===== src/design/lfsc_regs.vh =====
// register offsets, field positions, reset values and timing for the sink control
`ifndef LFSC_REGS_VH
`define LFSC_REGS_VH

`define LFSC_ADDR_FLASH_CTRL 8'had
`define LFSC_ADDR_SINK_B 8'hae

`define LFSC_BIT_MODE 15
`define LFSC_BIT_TRIGSRC 14
`define LFSC_BIT_DRIVE 13
`define LFSC_BIT_REPEAT 12
`define LFSC_LEN_HI 9
`define LFSC_LEN_LO 8
`define LFSC_FALL_HI 5
`define LFSC_FALL_LO 4
`define LFSC_RISE_HI 1
`define LFSC_RISE_LO 0

`define LFSC_BIT_B_ENABLE 15
`define LFSC_BIT_B_SLEEP 12
`define LFSC_LEVEL_HI 5
`define LFSC_LEVEL_LO 0

`define LFSC_RST_BIT 1'b0
`define LFSC_RST_FIELD2 2'h0
`define LFSC_RST_LEVEL 6'h00

`define LFSC_CLK_MHZ 250
`define LFSC_FLASH_T0_US 32000
`define LFSC_FLASH_T1_US 64000
`define LFSC_FLASH_T2_US 96000
`define LFSC_FLASH_T3_US 1024000
`define LFSC_LED_RAMP1_US 250000
`define LFSC_LED_RAMP2_US 500000
`define LFSC_LED_RAMP3_US 1000000
`define LFSC_FL_RAMP1_US 1950
`define LFSC_FL_RAMP2_US 3910
`define LFSC_FL_RAMP3_US 7800
`define LFSC_REPEAT_US 4000000
`define LFSC_RAMP_STEPS 255

`endif


===== src/design/lfsc_ramp.v =====
// ramp generator moving an 8-bit drive level toward on or off
`timescale 1ns/1ps
`default_nettype none

module lfsc_ramp (
  // clock and reset
  input wire i_clk,
  input wire i_rst_b,
  // control
  input wire i_target,
  input wire i_instant,
  input wire [31:0] i_step_cycles,
  // level
  output reg [7:0] o_level
);

  reg [31:0] cnt_reg;

  always @(posedge i_clk) begin
    if (!i_rst_b) begin
      cnt_reg <= 32'h0;
      o_level <= 8'h00;
    end else if (i_instant) begin
      cnt_reg <= 32'h0;
      o_level <= i_target ? 8'hff : 8'h00;
    end else if ((i_target && o_level != 8'hff) ||
                 (!i_target && o_level != 8'h00)) begin
      if (cnt_reg + 32'h1 >= i_step_cycles) begin
        cnt_reg <= 32'h0;
        o_level <= i_target ? o_level + 8'h01 : o_level - 8'h01;
      end else begin
        cnt_reg <= cnt_reg + 32'h1;
      end
    end else begin
      cnt_reg <= 32'h0;
    end
  end

endmodule // lfsc_ramp

`default_nettype wire


===== src/design/lfsc_top.v =====
// sink A flash and LED control with sink B driver register
//
// Overview of operation
// - bit 15 selects LED or flash mode
// - bit 14 picks register or GPIO trigger
// - trigger source ignored in LED mode
// - LED mode: drive bit turns sink on/off
// - drive rising starts flash, self-clears at end
// - GPIO source: drive writes do not trigger
// - repeat bit retriggers flash every 4 seconds
// - bits 9:8 set flash length
// - bits 5:4 set switch-off ramp time
// - bits 1:0 set switch-on ramp, 00 instant
// - sink B enable bit 15
// - sink B hibernate behaviour bit 12
// - sink B six-bit level code, reset zero
// - power state machine reset restores all defaults
// - sink A runs only with its enable
`timescale 1ns/1ps
`default_nettype none
`include "lfsc_regs.vh"

module lfsc_top #(
  parameter [0:0] DRIVE_DEFAULT = 1'b0,
  parameter [31:0] FLASH_CYC0 = `LFSC_FLASH_T0_US * `LFSC_CLK_MHZ,
  parameter [31:0] FLASH_CYC1 = `LFSC_FLASH_T1_US * `LFSC_CLK_MHZ,
  parameter [31:0] FLASH_CYC2 = `LFSC_FLASH_T2_US * `LFSC_CLK_MHZ,
  parameter [31:0] FLASH_CYC3 = `LFSC_FLASH_T3_US * `LFSC_CLK_MHZ,
  parameter [31:0] LED_RAMP_CYC1 = `LFSC_LED_RAMP1_US * `LFSC_CLK_MHZ,
  parameter [31:0] LED_RAMP_CYC2 = `LFSC_LED_RAMP2_US * `LFSC_CLK_MHZ,
  parameter [31:0] LED_RAMP_CYC3 = `LFSC_LED_RAMP3_US * `LFSC_CLK_MHZ,
  parameter [31:0] FL_RAMP_CYC1 = `LFSC_FL_RAMP1_US * `LFSC_CLK_MHZ,
  parameter [31:0] FL_RAMP_CYC2 = `LFSC_FL_RAMP2_US * `LFSC_CLK_MHZ,
  parameter [31:0] FL_RAMP_CYC3 = `LFSC_FL_RAMP3_US * `LFSC_CLK_MHZ,
  parameter [31:0] REPEAT_CYC = `LFSC_REPEAT_US * `LFSC_CLK_MHZ
) (
  // clock and power state machine reset
  input wire i_clk,
  input wire i_rst_b,
  // register port
  input wire [7:0] i_reg_addr,
  input wire i_reg_wr,
  input wire i_reg_rd,
  input wire [15:0] i_reg_wdata,
  output reg [15:0] o_reg_rdata,
  // system inputs
  input wire i_sink_a_enable,
  input wire i_gpio_flash,
  input wire i_hibernate,
  // sink A
  output reg o_sink_a_pin,
  output wire [7:0] o_sink_a_level,
  output reg o_flash_active,
  // sink B
  output reg o_sink_b_pin,
  output reg [5:0] o_sink_b_output
);

  localparam [31:0] STEPS = `LFSC_RAMP_STEPS;

  // ---------------------------------------------------------------
  // duration decode
  // ---------------------------------------------------------------
  function [31:0] lfsc_ramp_cycles;
    input flash_mode;
    input [1:0] code;
    begin
      case (code)
        2'h1: lfsc_ramp_cycles = flash_mode ? FL_RAMP_CYC1 : LED_RAMP_CYC1;
        2'h2: lfsc_ramp_cycles = flash_mode ? FL_RAMP_CYC2 : LED_RAMP_CYC2;
        2'h3: lfsc_ramp_cycles = flash_mode ? FL_RAMP_CYC3 : LED_RAMP_CYC3;
        default: lfsc_ramp_cycles = 32'h1;
      endcase
    end
  endfunction

  // ---------------------------------------------------------------
  // registers
  // ---------------------------------------------------------------
  reg sink_a_mode_select_reg;
  reg sink_a_trigger_source_reg;
  reg sink_a_drive_trigger_reg;
  reg sink_a_repeat_select_reg;
  reg [1:0] sink_a_flash_length_reg;
  reg [1:0] sink_a_fall_ramp_reg;
  reg [1:0] sink_a_rise_ramp_reg;
  reg sink_b_enable_reg;
  reg sink_b_sleep_behaviour_reg;
  reg [5:0] sink_b_level_code_reg;
  reg gpio_prev_reg;
  reg [31:0] flash_cnt_reg;
  reg [31:0] flash_len_reg;
  reg [31:0] repeat_cnt_reg;

  wire wr_a = i_reg_wr && (i_reg_addr == `LFSC_ADDR_FLASH_CTRL);
  wire wr_b = i_reg_wr && (i_reg_addr == `LFSC_ADDR_SINK_B);
  wire wr_drive = i_reg_wdata[`LFSC_BIT_DRIVE];
  wire flash_mode = sink_a_mode_select_reg;
  wire use_gpio = sink_a_trigger_source_reg;
  wire flash_end = o_flash_active && (flash_cnt_reg + 32'h1 >= flash_len_reg);
  wire repeat_fire = flash_mode && sink_a_repeat_select_reg &&
                     (repeat_cnt_reg + 32'h1 >= REPEAT_CYC);
  wire reg_trig = flash_mode && !use_gpio && wr_a &&
                  wr_drive && !sink_a_drive_trigger_reg;
  wire gpio_trig = flash_mode && use_gpio && i_gpio_flash && !gpio_prev_reg;
  wire start = !o_flash_active && (reg_trig || gpio_trig || repeat_fire);
  reg [31:0] len_sel;

  always @* begin
    case (sink_a_flash_length_reg)
      2'h0: len_sel = FLASH_CYC0;
      2'h1: len_sel = FLASH_CYC1;
      2'h2: len_sel = FLASH_CYC2;
      default: len_sel = FLASH_CYC3;
    endcase
  end

  always @(posedge i_clk) begin
    if (!i_rst_b) begin
      sink_a_mode_select_reg <= `LFSC_RST_BIT;
      sink_a_trigger_source_reg <= `LFSC_RST_BIT;
      sink_a_drive_trigger_reg <= DRIVE_DEFAULT;
      sink_a_repeat_select_reg <= `LFSC_RST_BIT;
      sink_a_flash_length_reg <= `LFSC_RST_FIELD2;
      sink_a_fall_ramp_reg <= `LFSC_RST_FIELD2;
      sink_a_rise_ramp_reg <= `LFSC_RST_FIELD2;
      sink_b_enable_reg <= `LFSC_RST_BIT;
      sink_b_sleep_behaviour_reg <= `LFSC_RST_BIT;
      sink_b_level_code_reg <= `LFSC_RST_LEVEL;
    end else begin
      if (wr_a) begin
        sink_a_mode_select_reg <= i_reg_wdata[`LFSC_BIT_MODE];
        sink_a_trigger_source_reg <= i_reg_wdata[`LFSC_BIT_TRIGSRC];
        sink_a_repeat_select_reg <= i_reg_wdata[`LFSC_BIT_REPEAT];
        sink_a_flash_length_reg <=
          i_reg_wdata[`LFSC_LEN_HI:`LFSC_LEN_LO];
        sink_a_fall_ramp_reg <= i_reg_wdata[`LFSC_FALL_HI:`LFSC_FALL_LO];
        sink_a_rise_ramp_reg <= i_reg_wdata[`LFSC_RISE_HI:`LFSC_RISE_LO];
      end
      // software write wins over the end-of-flash self clear
      if (wr_a)
        sink_a_drive_trigger_reg <= wr_drive;
      else if (flash_end && flash_mode && !use_gpio)
        sink_a_drive_trigger_reg <= 1'b0;
      if (wr_b) begin
        sink_b_enable_reg <= i_reg_wdata[`LFSC_BIT_B_ENABLE];
        sink_b_sleep_behaviour_reg <= i_reg_wdata[`LFSC_BIT_B_SLEEP];
        sink_b_level_code_reg <=
          i_reg_wdata[`LFSC_LEVEL_HI:`LFSC_LEVEL_LO];
      end
    end
  end

  // ---------------------------------------------------------------
  // flash sequencer
  // ---------------------------------------------------------------
  always @(posedge i_clk) begin
    if (!i_rst_b) begin
      gpio_prev_reg <= 1'b0;
      o_flash_active <= 1'b0;
      flash_cnt_reg <= 32'h0;
      flash_len_reg <= 32'h1;
      repeat_cnt_reg <= 32'h0;
    end else begin
      gpio_prev_reg <= i_gpio_flash;
      if (!flash_mode || !sink_a_repeat_select_reg || repeat_fire)
        repeat_cnt_reg <= 32'h0;
      else
        repeat_cnt_reg <= repeat_cnt_reg + 32'h1;
      if (!flash_mode) begin
        o_flash_active <= 1'b0;
        flash_cnt_reg <= 32'h0;
      end else if (start) begin
        o_flash_active <= 1'b1;
        flash_cnt_reg <= 32'h0;
        flash_len_reg <= len_sel;
      end else if (flash_end) begin
        o_flash_active <= 1'b0;
        flash_cnt_reg <= 32'h0;
      end else if (o_flash_active) begin
        flash_cnt_reg <= flash_cnt_reg + 32'h1;
      end
    end
  end

  // ---------------------------------------------------------------
  // sink outputs and readback
  // ---------------------------------------------------------------
  wire a_target = flash_mode ? o_flash_active : sink_a_drive_trigger_reg;
  wire [1:0] ramp_code = a_target ? sink_a_rise_ramp_reg :
                                    sink_a_fall_ramp_reg;
  wire [31:0] ramp_cyc = lfsc_ramp_cycles(flash_mode, ramp_code);
  wire [31:0] step_cyc = ramp_cyc / STEPS;

  lfsc_ramp u_ramp (
    .i_clk(i_clk),
    .i_rst_b(i_rst_b),
    .i_target(o_sink_a_pin),
    .i_instant(ramp_code == 2'h0),
    .i_step_cycles(step_cyc),
    .o_level(o_sink_a_level)
  );

  always @(posedge i_clk) begin
    if (!i_rst_b) begin
      o_sink_a_pin <= 1'b0;
      o_sink_b_pin <= 1'b0;
      o_sink_b_output <= `LFSC_RST_LEVEL;
      o_reg_rdata <= 16'h0000;
    end else begin
      o_sink_a_pin <= i_sink_a_enable && a_target;
      o_sink_b_pin <= sink_b_enable_reg &&
                      (!i_hibernate || sink_b_sleep_behaviour_reg);
      o_sink_b_output <= sink_b_level_code_reg;
      if (i_reg_rd) begin
        if (i_reg_addr == `LFSC_ADDR_FLASH_CTRL)
          o_reg_rdata <= {sink_a_mode_select_reg, sink_a_trigger_source_reg,
                          sink_a_drive_trigger_reg, sink_a_repeat_select_reg,
                          2'h0, sink_a_flash_length_reg, 2'h0,
                          sink_a_fall_ramp_reg, 2'h0, sink_a_rise_ramp_reg};
        else if (i_reg_addr == `LFSC_ADDR_SINK_B)
          o_reg_rdata <= {sink_b_enable_reg, 2'h0,
                          sink_b_sleep_behaviour_reg, 6'h00,
                          sink_b_level_code_reg};
        else
          o_reg_rdata <= 16'h0000;
      end
    end
  end

endmodule // lfsc_top

`default_nettype wire


===== config.mk =====
export PLATFORM = sky130hd
export DESIGN_NAME = lfsc_top
export DESIGN_NICKNAME = d
export VERILOG_FILES = /design/src/design/lfsc_ramp.v /design/src/design/lfsc_top.v
export VERILOG_INCLUDE_DIRS = /design/src /design/src/design
export SDC_FILE = /design/constraint.sdc
export NUM_CORES = 1
export LEC_CHECK = 0
export BUFFER_PORTS_ARGS = -buffer_cell sky130_fd_sc_hd__buf_2
export CAP_MARGIN = 10
export CORE_MARGIN = 5
export CORE_UTILIZATION = 28
export DETAILED_ROUTE_END_ITERATION = 8
export PLACE_DENSITY_LB_ADDON = 0.3
export SLEW_MARGIN = 20
export SYNTH_ARGS = -nofsm -noshare
export SYNTH_HDL_FRONTEND = slang
export SYNTH_SLANG_ARGS = --single-unit

===== constraint.sdc =====
create_clock -name i_clk -period 6.15 [get_ports i_clk]
set_clock_uncertainty 0.1 [all_clocks]
set_input_delay 0.615 -clock i_clk [delete_from_list [all_inputs] [get_ports i_clk]]
set_output_delay 0.615 -clock i_clk [all_outputs]
set_load 0.02 [all_outputs]

# Word level (Yosys, flattened, before mapping)
# Cells that the tools add are included.
totals:
  elab_cells: 105
  latch_bits: 0
  ramBits: 0
  rom_bits: 0
  memories: 0
  inputBits: 31
  register_bits: 180
  output_inout_bits: 33
op_classes:
  multipliers: 0
  div: 1
  magnitude_cmp: 3
  n_eq_ne: 8
  n_addsub: 5
  shift: 0
  bitwise: 3
  n_reduce_logical: 46
  muxes: 18
ops:
  columns: ["op", "n"]
  rows:
  - ["$pmux 28 s3", 2]
  - ["$add 32x1->32 const B", 3]
  - ["$ge 32x32->1", 2]
  - ["$mux 8", 5]
  - ["$div 32x8->32 const B", 1]
  - ["$ge 32x30->1 const B", 1]
  - ["$mux 16", 2]
  - ["$mux 28", 1]
  - ["$mux 27", 1]
  - ["$mux 26", 1]
  - ["$logic_and 1x1->1", 19]
  - ["$eq 8x8->1 const B", 2]
  - ["$add 8x1->8 const B", 1]
  - ["$logic_not 1->1", 8]
  - ["$ne 8x8->1 const B", 1]
  - ["$reduce_bool 2->1", 4]
  - ["$reduce_bool 8->1", 1]
  - ["$reduce_or 4->1", 2]
  - ["$sub 8x1->8 const B", 1]
  - ["$eq 2x2->1 const B", 3]
  - ["$logic_or 1x1->1", 6]
  - ["$reduce_and 2->1", 3]
  - ["$mux 1", 5]
  - ["$eq 2x1->1 const B", 2]
  - ["4 further kinds", 7]

# Depth between registers and ports, before layout
# Gate-level depths: netlist of the first run.
logic_depth:
  ltp_word: 9
  depth_mapped: 21
  mapped_depth_nobuf: 19

# By module
# From an unflattened synthesis of the first run, not the netlist that was laid out.
hier_totals:
  cells_unflattened: 1135
  hier_area_um2: 9516.6
by_module_without_submodules:
  columns: ["mod", "area_per_inst_um2", "seq_area_each_um2", "instances", "cells_per_inst"]
  rows:
  - ["lfsc_top", 6383.6, 2282.2, 1, 773]
  - ["lfsc_ramp", 3133.0, 800.8, 1, 362]

# Worst setup path before layout of the first run
# Ideal clock, no wire load.
synth_path:
  path_type: "reg2reg"
  start: "register sink_a_mode_select_reg (netlist: flash_mode)"
  end: "register u_ramp.o_level[2]"
  stages_incl_launch_ff: 22
  arrival_ns: 3.914
  setup_ns: 0.074
  required_ns: 5.976
  n_path_buf: 2
  setup_slack_ns: 2.061
  period_less_slack_ns: 4.089
  cell_sequence: "dfxtp_1 > mux2i_1 > mux2_2 > inv_2 > and2_1 > clkbuf_1 > nor2_1 > ha_1 > nor2_1 > a21oi_1 > o21a_1 > ha_1 > a21oi_1 > o21ai_0 > a21oi_1 > o21ai_0 > a41oi_1 > o21ai_2 > o32ai_4 > buf_6 > nand3_1 > o21ai_0"
synth_between:
  elab_chain_cells: 8
  elab_cells_between_ends: 16
  classes_between: "div (1); order compare (1); eq/ne (3); mux (7); reduce/logical (4)"
synth_rtl:
  columns: ["item", "line_no", "text"]
  rows:
  - ["from (decl)", "lfsc_top.v:80", "reg sink_a_mode_select_reg;"]
  - ["from (signal assigned)", "lfsc_top.v:120", "sink_a_mode_select_reg <= `LFSC_RST_BIT;"]
  - ["from (signal assigned)", "lfsc_top.v:132", "sink_a_mode_select_reg <= i_reg_wdata[`LFSC_BIT_MODE];"]
  - ["$mux 1", "lfsc_top.v:189", "wire a_target = flash_mode ? o_flash_active : sink_a_drive_trigger_reg;"]
  - ["$mux 2", "lfsc_top.v:190", "wire [1:0] ramp_code = a_target ? sink_a_rise_ramp_reg :"]
  - ["$eq 2x2->1 or $eq 2x1->1 (tied branches)", "lfsc_top.v:68", "case (code)"]
  - ["$pmux 28 s3", "lfsc_top.v:68", null]
  - ["$div 32x8->32", "lfsc_top.v:193", "wire [31:0] step_cyc = ramp_cyc / STEPS;"]
  - ["$ge 32x32->1", "lfsc_ramp.v:28", "if (cnt_reg + 32'h1 >= i_step_cycles) begin"]
  - ["$reduce_bool 2->1 (no source line)", null, null]
  - ["$reduce_and 2->1 (no source line)", null, null]
  - ["to (signal assigned)", "lfsc_ramp.v:25", "o_level <= i_target ? 8'hff : 8'h00;"]
  - ["to (signal assigned)", "lfsc_ramp.v:30", "o_level <= i_target ? o_level + 8'h01 : o_level - 8'h01;"]
  - ["to (decl)", "lfsc_ramp.v:14", "output reg [7:0] o_level"]
# Several ways; a longest one is shown, not always the timed one.
# A chain may end at the register's enable or synchronous reset.

# Final worst setup path of the first run
layout_path:
  start: "register sink_a_mode_select_reg (netlist: flash_mode)"
  end: "register u_ramp.o_level[7]"
# The elaborated chain is that of the path after synthesis.

==> results of run 1 <==
[area by class of cell]
class	count	share of cell area, %
well taps	402	5.03
repair buffers	61	3.20
multi-input cells	814	54.1
inverters	33	1.24
flip-flops and latches	154	30.8
clock buffers	19	4.53
clock inverters	13	1.09
[critical path, cell delays in order (launching register included)]
cell      delay, ps
dfxtp_1         680
mux2i_1         620
mux2_2          490
inv_2           140
and2_1          140
buf_4           190
nor2_1           90
ha_1            200
nor2_1           90
a21oi_1          80
o21a_1          170
ha_1            290
a21oi_1         140
o21ai_0         100
a21oi_1         140
o21ai_0          90
a41oi_1         290
o21ai_2         140
o32ai_4         560
nand2b_1        190
a21oi_1          60
[power breakdown]
part | leakage, nW | total (mW) | switching, mW | internal (mW)
registers | 1.25 | 1.01 | 0.00449 | 1.00
logic | 2.33 | 0.0424 | 0.0276 | 0.0148
clock network | 0.275 | 1.01 | 0.458 | 0.548
[how the worst min path moves through the flow]
| stage | slack, ps | cells after the start | startpoint | endpoint |
|---|---|---|---|---|
| 2_1_floorplan | 320 | 2 | sink_b_enable_reg | o_sink_b_pin |
| 5_1_grt | 270 | 2 | i_hibernate | o_sink_b_pin |
| 3_3_place_gp | 350 | 2 | flash_len_reg[18] | flash_len_reg[18] |
| 3_5_place_dp | 350 | 2 | flash_len_reg[26] | flash_len_reg[26] |
| 4_1_cts | 250 | 2 | i_hibernate | o_sink_b_pin |
| 6_report | 270 | 2 | i_hibernate | o_sink_b_pin |
[layer usage]
layer	vias to the layer above	wire [um]	global-route usage, %	share of wire, %
met5	-	0	0	0
met3	22	693	2.70	3.4
met2	115	9590	19.9	47
met1	3418	9950	15.6	48
met4	0	330	3.70	1.6
li1	3741	-	-	-
[logic make-up (layout without fill, tap and decap cells)]
family,Yosys count,after routing,synth area share [%]
buf+inv,89,126,4.78
fa+ha+maj,56,56,8.01
xor+xnor,111,111,11.0
mux,29,29,3.32
compound gates,138,138,11.0
flops,154,154,34.9
simple gates,461,461,27.0
other cells,2,19,0.0849
[cells in the mapped netlist (all sizes together), types with 22 or more instances]
cell type / instances / area, um^2
xnor2: 53 / 464
clkbuf: 29 / 110
nor2b: 22 / 150
nand2: 90 / 338
buf: 27 / 189
nor2: 99 / 372
and3: 24 / 150
nor3: 54 / 280
nand4: 34 / 213
dfxtp: 154 / 3080
inv: 33 / 124
nand3: 69 / 355
a21oi: 28 / 140
mux2i: 26 / 260
xor2: 58 / 508
ha: 55 / 688
o21ai: 35 / 186
[stage by stage]
step | std cells | utilization [%] | total power, mW
2_1_floorplan | 1057 | - | 1.06
3_3_place_gp | 1464 | 30.1 | 1.07
3_5_place_dp | 1464 | 30.1 | 1.07
4_1_cts | 1496 | 31.8 | 2.09
5_1_grt | 1496 | 31.8 | 2.13
6_report | 1496 | 31.8 | 2.06
==> impl_results.md, run 1 <==
- Layout cells sized above 1: 11.5%
- Setup bufs post-CTS: 0
- Flop2flop setup slack: 1010 ps
- Vias/cell: 4.88
- Most common cell after layout, fill and taps aside: dfxtp_1
- Hold WS: 272 ps
- Antenna-violating nets left: 0
- Rows: 65
- Setup TNS: 0 ps
- WS Path Type: flip-flop to flip-flop
- Post-route cell area: 10000 um^2
- Area taken by multi-input logic gates: 5400 um^2
- R2r worst-path depth: 20
- Max-Cap Viols: 0
- Initial detailed-routing violation count: 300
- Die Ht: 188 um
- CTS resizes: 0
- CTS tree: built
- Clk root buf: clkbuf_16
- Mapped Cells: 1040
- Leak: 3.85 nW
- Largest net degree at the start of global routing: 39
- CTS buffer count: 17
- Worst Setup Start Kind: flip-flop
- Hold Path Class: input port to flip-flop
- DIE AREA: 35200 um^2
- Vias in the first global route: 7011
- Status: completed
- Post-synth ARST share: 0%
- Clk pin slew, worst setup/hold paths: 70 ps
- Gpl congestion: 0.786
- Setup WS post-layout: 1010 ps
- WP data required: 6330 ps
- Worst reg2reg endpoint: u_ramp.o_level[7]
- Seq. cell area: 3080 um^2
- Avg Inst Size Synth: 8.51 um^2
- Final Hold Viols: 0
- DRT Pass-1 Iters: 5
- Clock period minus worst slack: 5140 ps
- First-pass GRT wire length: 35.1 mm
- CP startpoint: flash_mode
- IO buf count: 55
- Sequential area share after synthesis: 34.9%
- # IOs: 64
- Total grt overflow: 0
- Final Max Tran Viols: 0
- Ant diodes: 0
- Max Root-Sink Buffers: 2
- Crit-path max FO: 15
- Core Area: 31400 um^2
- Vias: 7296
- RSZ-0062 raised after global routing: false
- Dpl ws: 989 ps
- Area growth syn-to-layout: 13.0%
- Chip width: 188 um
- Routed wire per std cell: 13.7 um
- Commonest register cell after synthesis: dfxtp_1
- Max-slew headroom: 38.7%
- Routed WL: 20.6 mm
- End of the critical path: u_ramp.o_level[7]
- Initial core utilization: 28.2%
- Synth warn: 0
- Tcrit/Tclk final: 83.5%
- Clock sinks: 154
- EDFF count, synth: 0
- Pwr/cell area: 206 nW/um^2
- Fmax achieved: 0.195 GHz
- VDD IR max: 0.000202 V
- Synthesized flop and latch total: 154
- Hold_buf cts: 0
- Placed Area: 9430 um^2
- Layout filler cell count: 3357
- Initial antenna violation count: 0
- Slew of the pin with the lowest slew margin: 920 ps
- R2r startpoint: flash_mode
- Clk_lat worst skew: 430 ps
- DRC: 0
- Critical Path End Type: flip-flop
- Overall routing resource usage: 12.0%
- Mapped Area: 8850 um^2
- NumNets Final: 1168
- Distinct cell type count after synthesis: 77
- H-tree levels: 4
- Crit path arrival time: 5320 ps
- Final Setup Violations: 0
- Hpwl dp: 15.0 mm
- Most frequent cells in the layout: dfxtp_1, nor2_1, nand2_1, nand3_1, xor2_1
Power figures use the tool's default switching activity.
==> run 2, diff against run 1 <==
- clock period: 6.15 -> 4.6 ns (I/O delays scaled with it)
==> run 2 against run 1 <==
Count of clock-buffer cells in the layout fell by 2. Non-clock buffer count is 12 higher. Largest cell class unchanged. Cell count grew 0.80%. First-iteration DRC count rose by 38%. Setup slack lost 490 ps. Critical path depth did not move. Fmax rose by 26%. Global-route usage about the same. Power grew 40%.
==> impl_results.md, run 2 (synthesis results as in run 1) <==
- DRT Pass-1 Iters: 4
- Largest net degree at the start of global routing: 38
- Initial core utilization: 28.2%
- WS Path Type: flip-flop to flip-flop
- Fmax achieved: 0.245 GHz
- Layout filler cell count: 3313
- Clock sinks: 154
- Final Hold Viols: 0
- Clk root buf: clkbuf_16
- WP data required: 4880 ps
- Die Ht: 188 um
- Crit-path slowest cell: mux2_2
- Cell mode on critical path: a21oi_1
- Final Max Tran Viols: 0
- Critical Path End Type: flip-flop
- Leak: 3.94 nW
- Max-Cap Viols: 0
- DRC: 0
- CTS tree: built
- VDD IR max: 0.000203 V
- Pwr/cell area: 283 nW/um^2
- WL met2: 9.85 mm
- Worst Setup Start Kind: flip-flop
- Clk pin slew, worst setup/hold paths: 70 ps
- Layout cells sized above 1: 12.7%
- Gpl congestion: 0.780
- Ant diodes: 0
- Initial detailed-routing violation count: 414
- Vias: 7255
- First-pass GRT wire length: 35.5 mm
- H-tree levels: 4
- CTS buffer count: 17
- Clk_lat worst skew: 430 ps
- Post-route cell area: 10200 um^2
- NumNets Final: 1180
- Worst path max stage delay: 460 ps
- Met1 Routed Length: 10.2 mm
- Area growth syn-to-layout: 15.0%
- Met3 wire len: 524 um
- Setup TNS: 0 ps
- Rows: 65
- Vias in the first global route: 7055
- Most frequent cells in the layout: dfxtp_1, nor2_1, nand2_1, nand3_1, xor2_1
- Max-slew headroom: 42.8%
- Hold Path Class: input port to flip-flop
- Chip width: 188 um
- Antenna-violating nets left: 0
- Crit-path max FO: 21
- Routed WL: 20.8 mm
- Routed wire per std cell: 13.8 um
- Max Root-Sink Buffers: 2
- Placed Area: 9520 um^2
- # IOs: 64
- Status: completed
- Final Setup Violations: 0
- Crit path cell chain: mux2i_2 -> mux2_2 -> inv_2 -> and2_1 -> nor2_1 -> ha_1 -> nor2_1 -> a21oi_1 -> o21a_1 -> ha_1 -> a21oi_1 -> o21ai_0 -> a21oi_1 -> o21ai_0 -> a41oi_2 -> o21ai_2 -> nor3_1 -> nand3_1 -> buf_4 -> and2b_1
- IO buf count: 55
- DIE AREA: 35200 um^2
- Initial antenna violation count: 0
- Crit path arrival time: 4360 ps
- Core Area: 31400 um^2
- Hpwl dp: 15.2 mm
- Most common cell after layout, fill and taps aside: dfxtp_1
- Total grt overflow: 0
- Top sig layer: met4
- Overall routing resource usage: 12.0%
- Slew of the pin with the lowest slew margin: 850 ps
- Total power draw: 2.88 mW
- Clock period minus worst slack: 4080 ps
- Final core area utilization: 32.4%
- Vias/cell: 4.81
- RSZ-0062 raised after global routing: false
- Tcrit/Tclk final: 88.6%
run 2: metal layers:
metal / up-vias / global-route usage, %
li1: 3769 / -
met1: 3389 / 15.8
met2: 84 / 20.1
met3: 13 / 2.18
met4: 0 / 3.59
met5: - / 0
run 2: what timing repair did:
| item | 4_1_cts | 5_1_grt |
|---|---|---|
| hold buffers | 0 | 0 |
| endpoints found under the setup margin | 0 | 29 |
| gates resized for setup | 0 | 2 |
| buffers inserted | 0 | 1 |
run 2: through the flow:
stage	cells	setup WS [ps]	hold WS [ps]
4_1_cts	1507	267	77.2
5_1_grt	1508	13.6	84.8
3_5_place_dp	1475	320	353
6_report	1508	523	99.5
2_1_floorplan	1057	511	324
3_3_place_gp	1475	381	344
run 2: worst paths after layout:
| kind | from | end | slack, ps | cells after the start |
|---|---|---|---|---|
| max reg2reg | flash_mode | u_ramp.cnt_reg[2] | 520 | 20 |
| min | i_hibernate | o_sink_b_pin | 100 | 2 |
| min reg2reg | flash_len_reg[18] | flash_len_reg[18] | 360 | 2 |
| max | flash_mode | u_ramp.cnt_reg[2] | 520 | 20 |
run 2: where the power goes:
| part | leakage (nW) | switching, mW | total, mW | internal [mW] |
|---|---|---|---|---|
| sequential | 1.25 | 0.00583 | 1.34 | 1.34 |
| combinational | 2.39 | 0.0365 | 0.0566 | 0.0201 |
| clock | 0.303 | 0.683 | 1.47 | 0.791 |
run 2: final cells by class:
cell class              count  area [um^2]  area share (%)
well taps                 402          503            4.94
inverters                  33          124            1.22
clock buffers              17          425            4.18
clock inverters            15          204            2.00
multi-input cells         814         5420            53.2
flip-flops and latches    154         3080            30.3
repair buffers             73          423            4.16
run 2: worst max-delay path: cells and delay by family (launching register included):
kind / cells / cell delay, ps
compound gates: 8 / 1070
simple gates: 6 / 830
mux: 2 / 780
fa+ha+maj: 2 / 470
buf+inv: 2 / 410
flops: 1 / 360
==> run 3, diff against run 2 <==
- PLACE_DENSITY: unset -> 0.43
- PLACE_DENSITY_LB_ADDON: 0.3 -> unset
==> run 3 against run 2 <==
Sequential power hardly changed. Combinational power hardly changed. Design area hardly changed. Flip-flop and latch count stayed put. Sequential share of layout area hardly changed. Largest cell class unchanged. Largest power group unchanged.
==> impl_results.md, run 3 (synthesis results as in run 1) <==
- Status: completed
- Routed wire per std cell: 14.4 um
- VDD IR max: 0.000281 V
- Most common cell after layout, fill and taps aside: dfxtp_1
- Final Setup Violations: 0
- Core Area: 31400 um^2
- Cell internal pwr: 2.26 mW
- Final cell count without fillers: 1509
- Max Root-Sink Buffers: 2
- Total grt overflow: 0
- # IOs: 64
- WS Path Type: flip-flop to flip-flop
- Initial antenna violation count: 0
- Crit path arrival time: 4510 ps
- Vias in the first global route: 7044
- Max-Cap Viols: 0
- Initial detailed-routing violation count: 328
- Chip width: 188 um
- IO buf count: 55
- H-tree levels: 4
- Critical Path End Type: flip-flop
- Hpwl dp: 15.7 mm
- Worst Setup Start Kind: flip-flop
- Clk pin slew, worst setup/hold paths: 70 ps
- Most frequent cells in the layout: dfxtp_1, nor2_1, nand2_1, nand3_1, xor2_1
- Max-slew headroom: 50.2%
- Crit-path max FO: 15
- Seq pwr share: 45.9%
- Combinational power share: 1.9%
- Hold Path End: o_sink_b_pin
- Tcrit/Tclk final: 92.9%
- Clk_lat worst skew: 440 ps
- Setup TNS: 0 ps
- Largest net degree at the start of global routing: 39
- DRT Pass-1 Iters: 5
- Rows: 65
- Setup WS post-layout: 328 ps
- Area growth syn-to-layout: 15.1%
- Routed WL: 21.8 mm
- Dpl ws: 270 ps
- Ant diodes: 0
- CP startpoint: flash_mode
- Setup bufs post-CTS: 0
- Layout cells sized above 1: 12.6%
- Initial core utilization: 28.2%
- DIE AREA: 35200 um^2
- Clk pwr share: 52.1%
- Clk root buf: clkbuf_16
- Final Hold Viols: 0
- Clock sinks: 154
- Switching share of power: 22.8%
- Vias/cell: 4.78
- CTS buffer count: 17
- First-pass GRT wire length: 36.2 mm
- Final Max Tran Viols: 0
- Clock period minus worst slack: 4270 ps
- Vias: 7220
- Leak: 3.94 nW
- Die Ht: 188 um
- Overall routing resource usage: 12.5%
- Flop2flop setup slack: 330 ps
- Layout filler cell count: 3342
- Slew of the pin with the lowest slew margin: 739 ps
- WP data required: 4840 ps
- CTS resizes: 0
- Hold_buf cts: 0
- Hold Path Class: input port to flip-flop
- NumNets Final: 1181
- Worst reg2reg endpoint: u_ramp.o_level[1]
- RSZ-0062 raised after global routing: false
- Post-route cell area: 10200 um^2
- Hold Path Origin: i_hibernate
- R2r worst-path depth: 19
- Gpl congestion: 0.767
- Post-Place Cells: 1477
- R2r startpoint: flash_mode
- Antenna-violating nets left: 0
- Worst Hold Depth: 2
- CTS tree: built
- Pwr/cell area: 288 nW/um^2
- Placed Area: 9540 um^2
- Sw Pwr: 0.669 mW
- DRC: 0
- Fmax achieved: 0.234 GHz
-- run 3: cell types whose count changed in the layout (fill, tap and decap cells not counted), moves of 2 or more --
cell / change
clkinv_8: -5
inv_6: +3
inv_8: -3
bufinv_16: +2
clkbuf_8: +2
clkinvlp_4: +2
-- run 3: cell type report --
type / instances / area, um^2 / area share (%)
clock buffer: 19 / 453 / 4.45
clock inverter: 13 / 181 / 1.78
inverter: 33 / 124 / 1.22
multi-input combinational: 814 / 5400 / 53.1
sequential: 154 / 3080 / 30.3
tap: 402 / 503 / 4.94
timing repair buffer: 74 / 430 / 4.23
-- run 3: power by group through the flow --
stage / clock (mW) / combinational, mW / sequential [mW]
finish: 1.53 / 0.0566 / 1.35
global route: 1.64 / 0.0639 / 1.35
CTS: 1.59 / 0.0577 / 1.35
detailed placement: 0 / 0.0575 / 1.38
global placement: 0 / 0.0575 / 1.38
floorplan: 0 / 0.0356 / 1.37
-- run 3: critical path, stage by stage (launching register included) --
cell and delay, ps:
dfxtp_1 340, mux2i_1 390, mux2_2 470, inv_2 150, and2_1 160, nor2_1 60, ha_1 200, nor2_1 80
a21oi_1 70, o21a_1 180, ha_1 290, a21oi_1 140, o21ai_0 90, a21oi_1 140, o21ai_0 80, a41oi_1 280
o21ai_2 140, o32ai_4 500, nor2_1 100, a211oi_1 210
-- run 3: worst max-delay path by stage --
stage,to,slack [ps],cells after the start
after floorplan,u_ramp.o_level[2],510,21
after global placement,u_ramp.o_level[7],310,19
after detailed placement,u_ramp.o_level[1],270,19
after CTS,u_ramp.o_level[1],230,19
after global routing,u_ramp.o_level[7],60,19
final,u_ramp.o_level[1],330,19
-- run 3: through the flow --
step	hold slack [ps]	utilization (%)	total power [mW]
5_1_grt	82.9	32.4	3.05
4_1_cts	65.6	32.4	2.99
6_report	94.0	32.4	2.93
2_1_floorplan	324	-	1.41
3_3_place_gp	346	30.4	1.43
3_5_place_dp	357	30.4	1.43
-- run 3: per-layer routing --
| metal | track usage, % | share of wire, % |
|---|---|---|
| met1 | 16.2 | 49 |
| met2 | 21.1 | 47 |
| met3 | 2.16 | 2.2 |
| met4 | 4.01 | 1.3 |
| met5 | 0 | 0 |
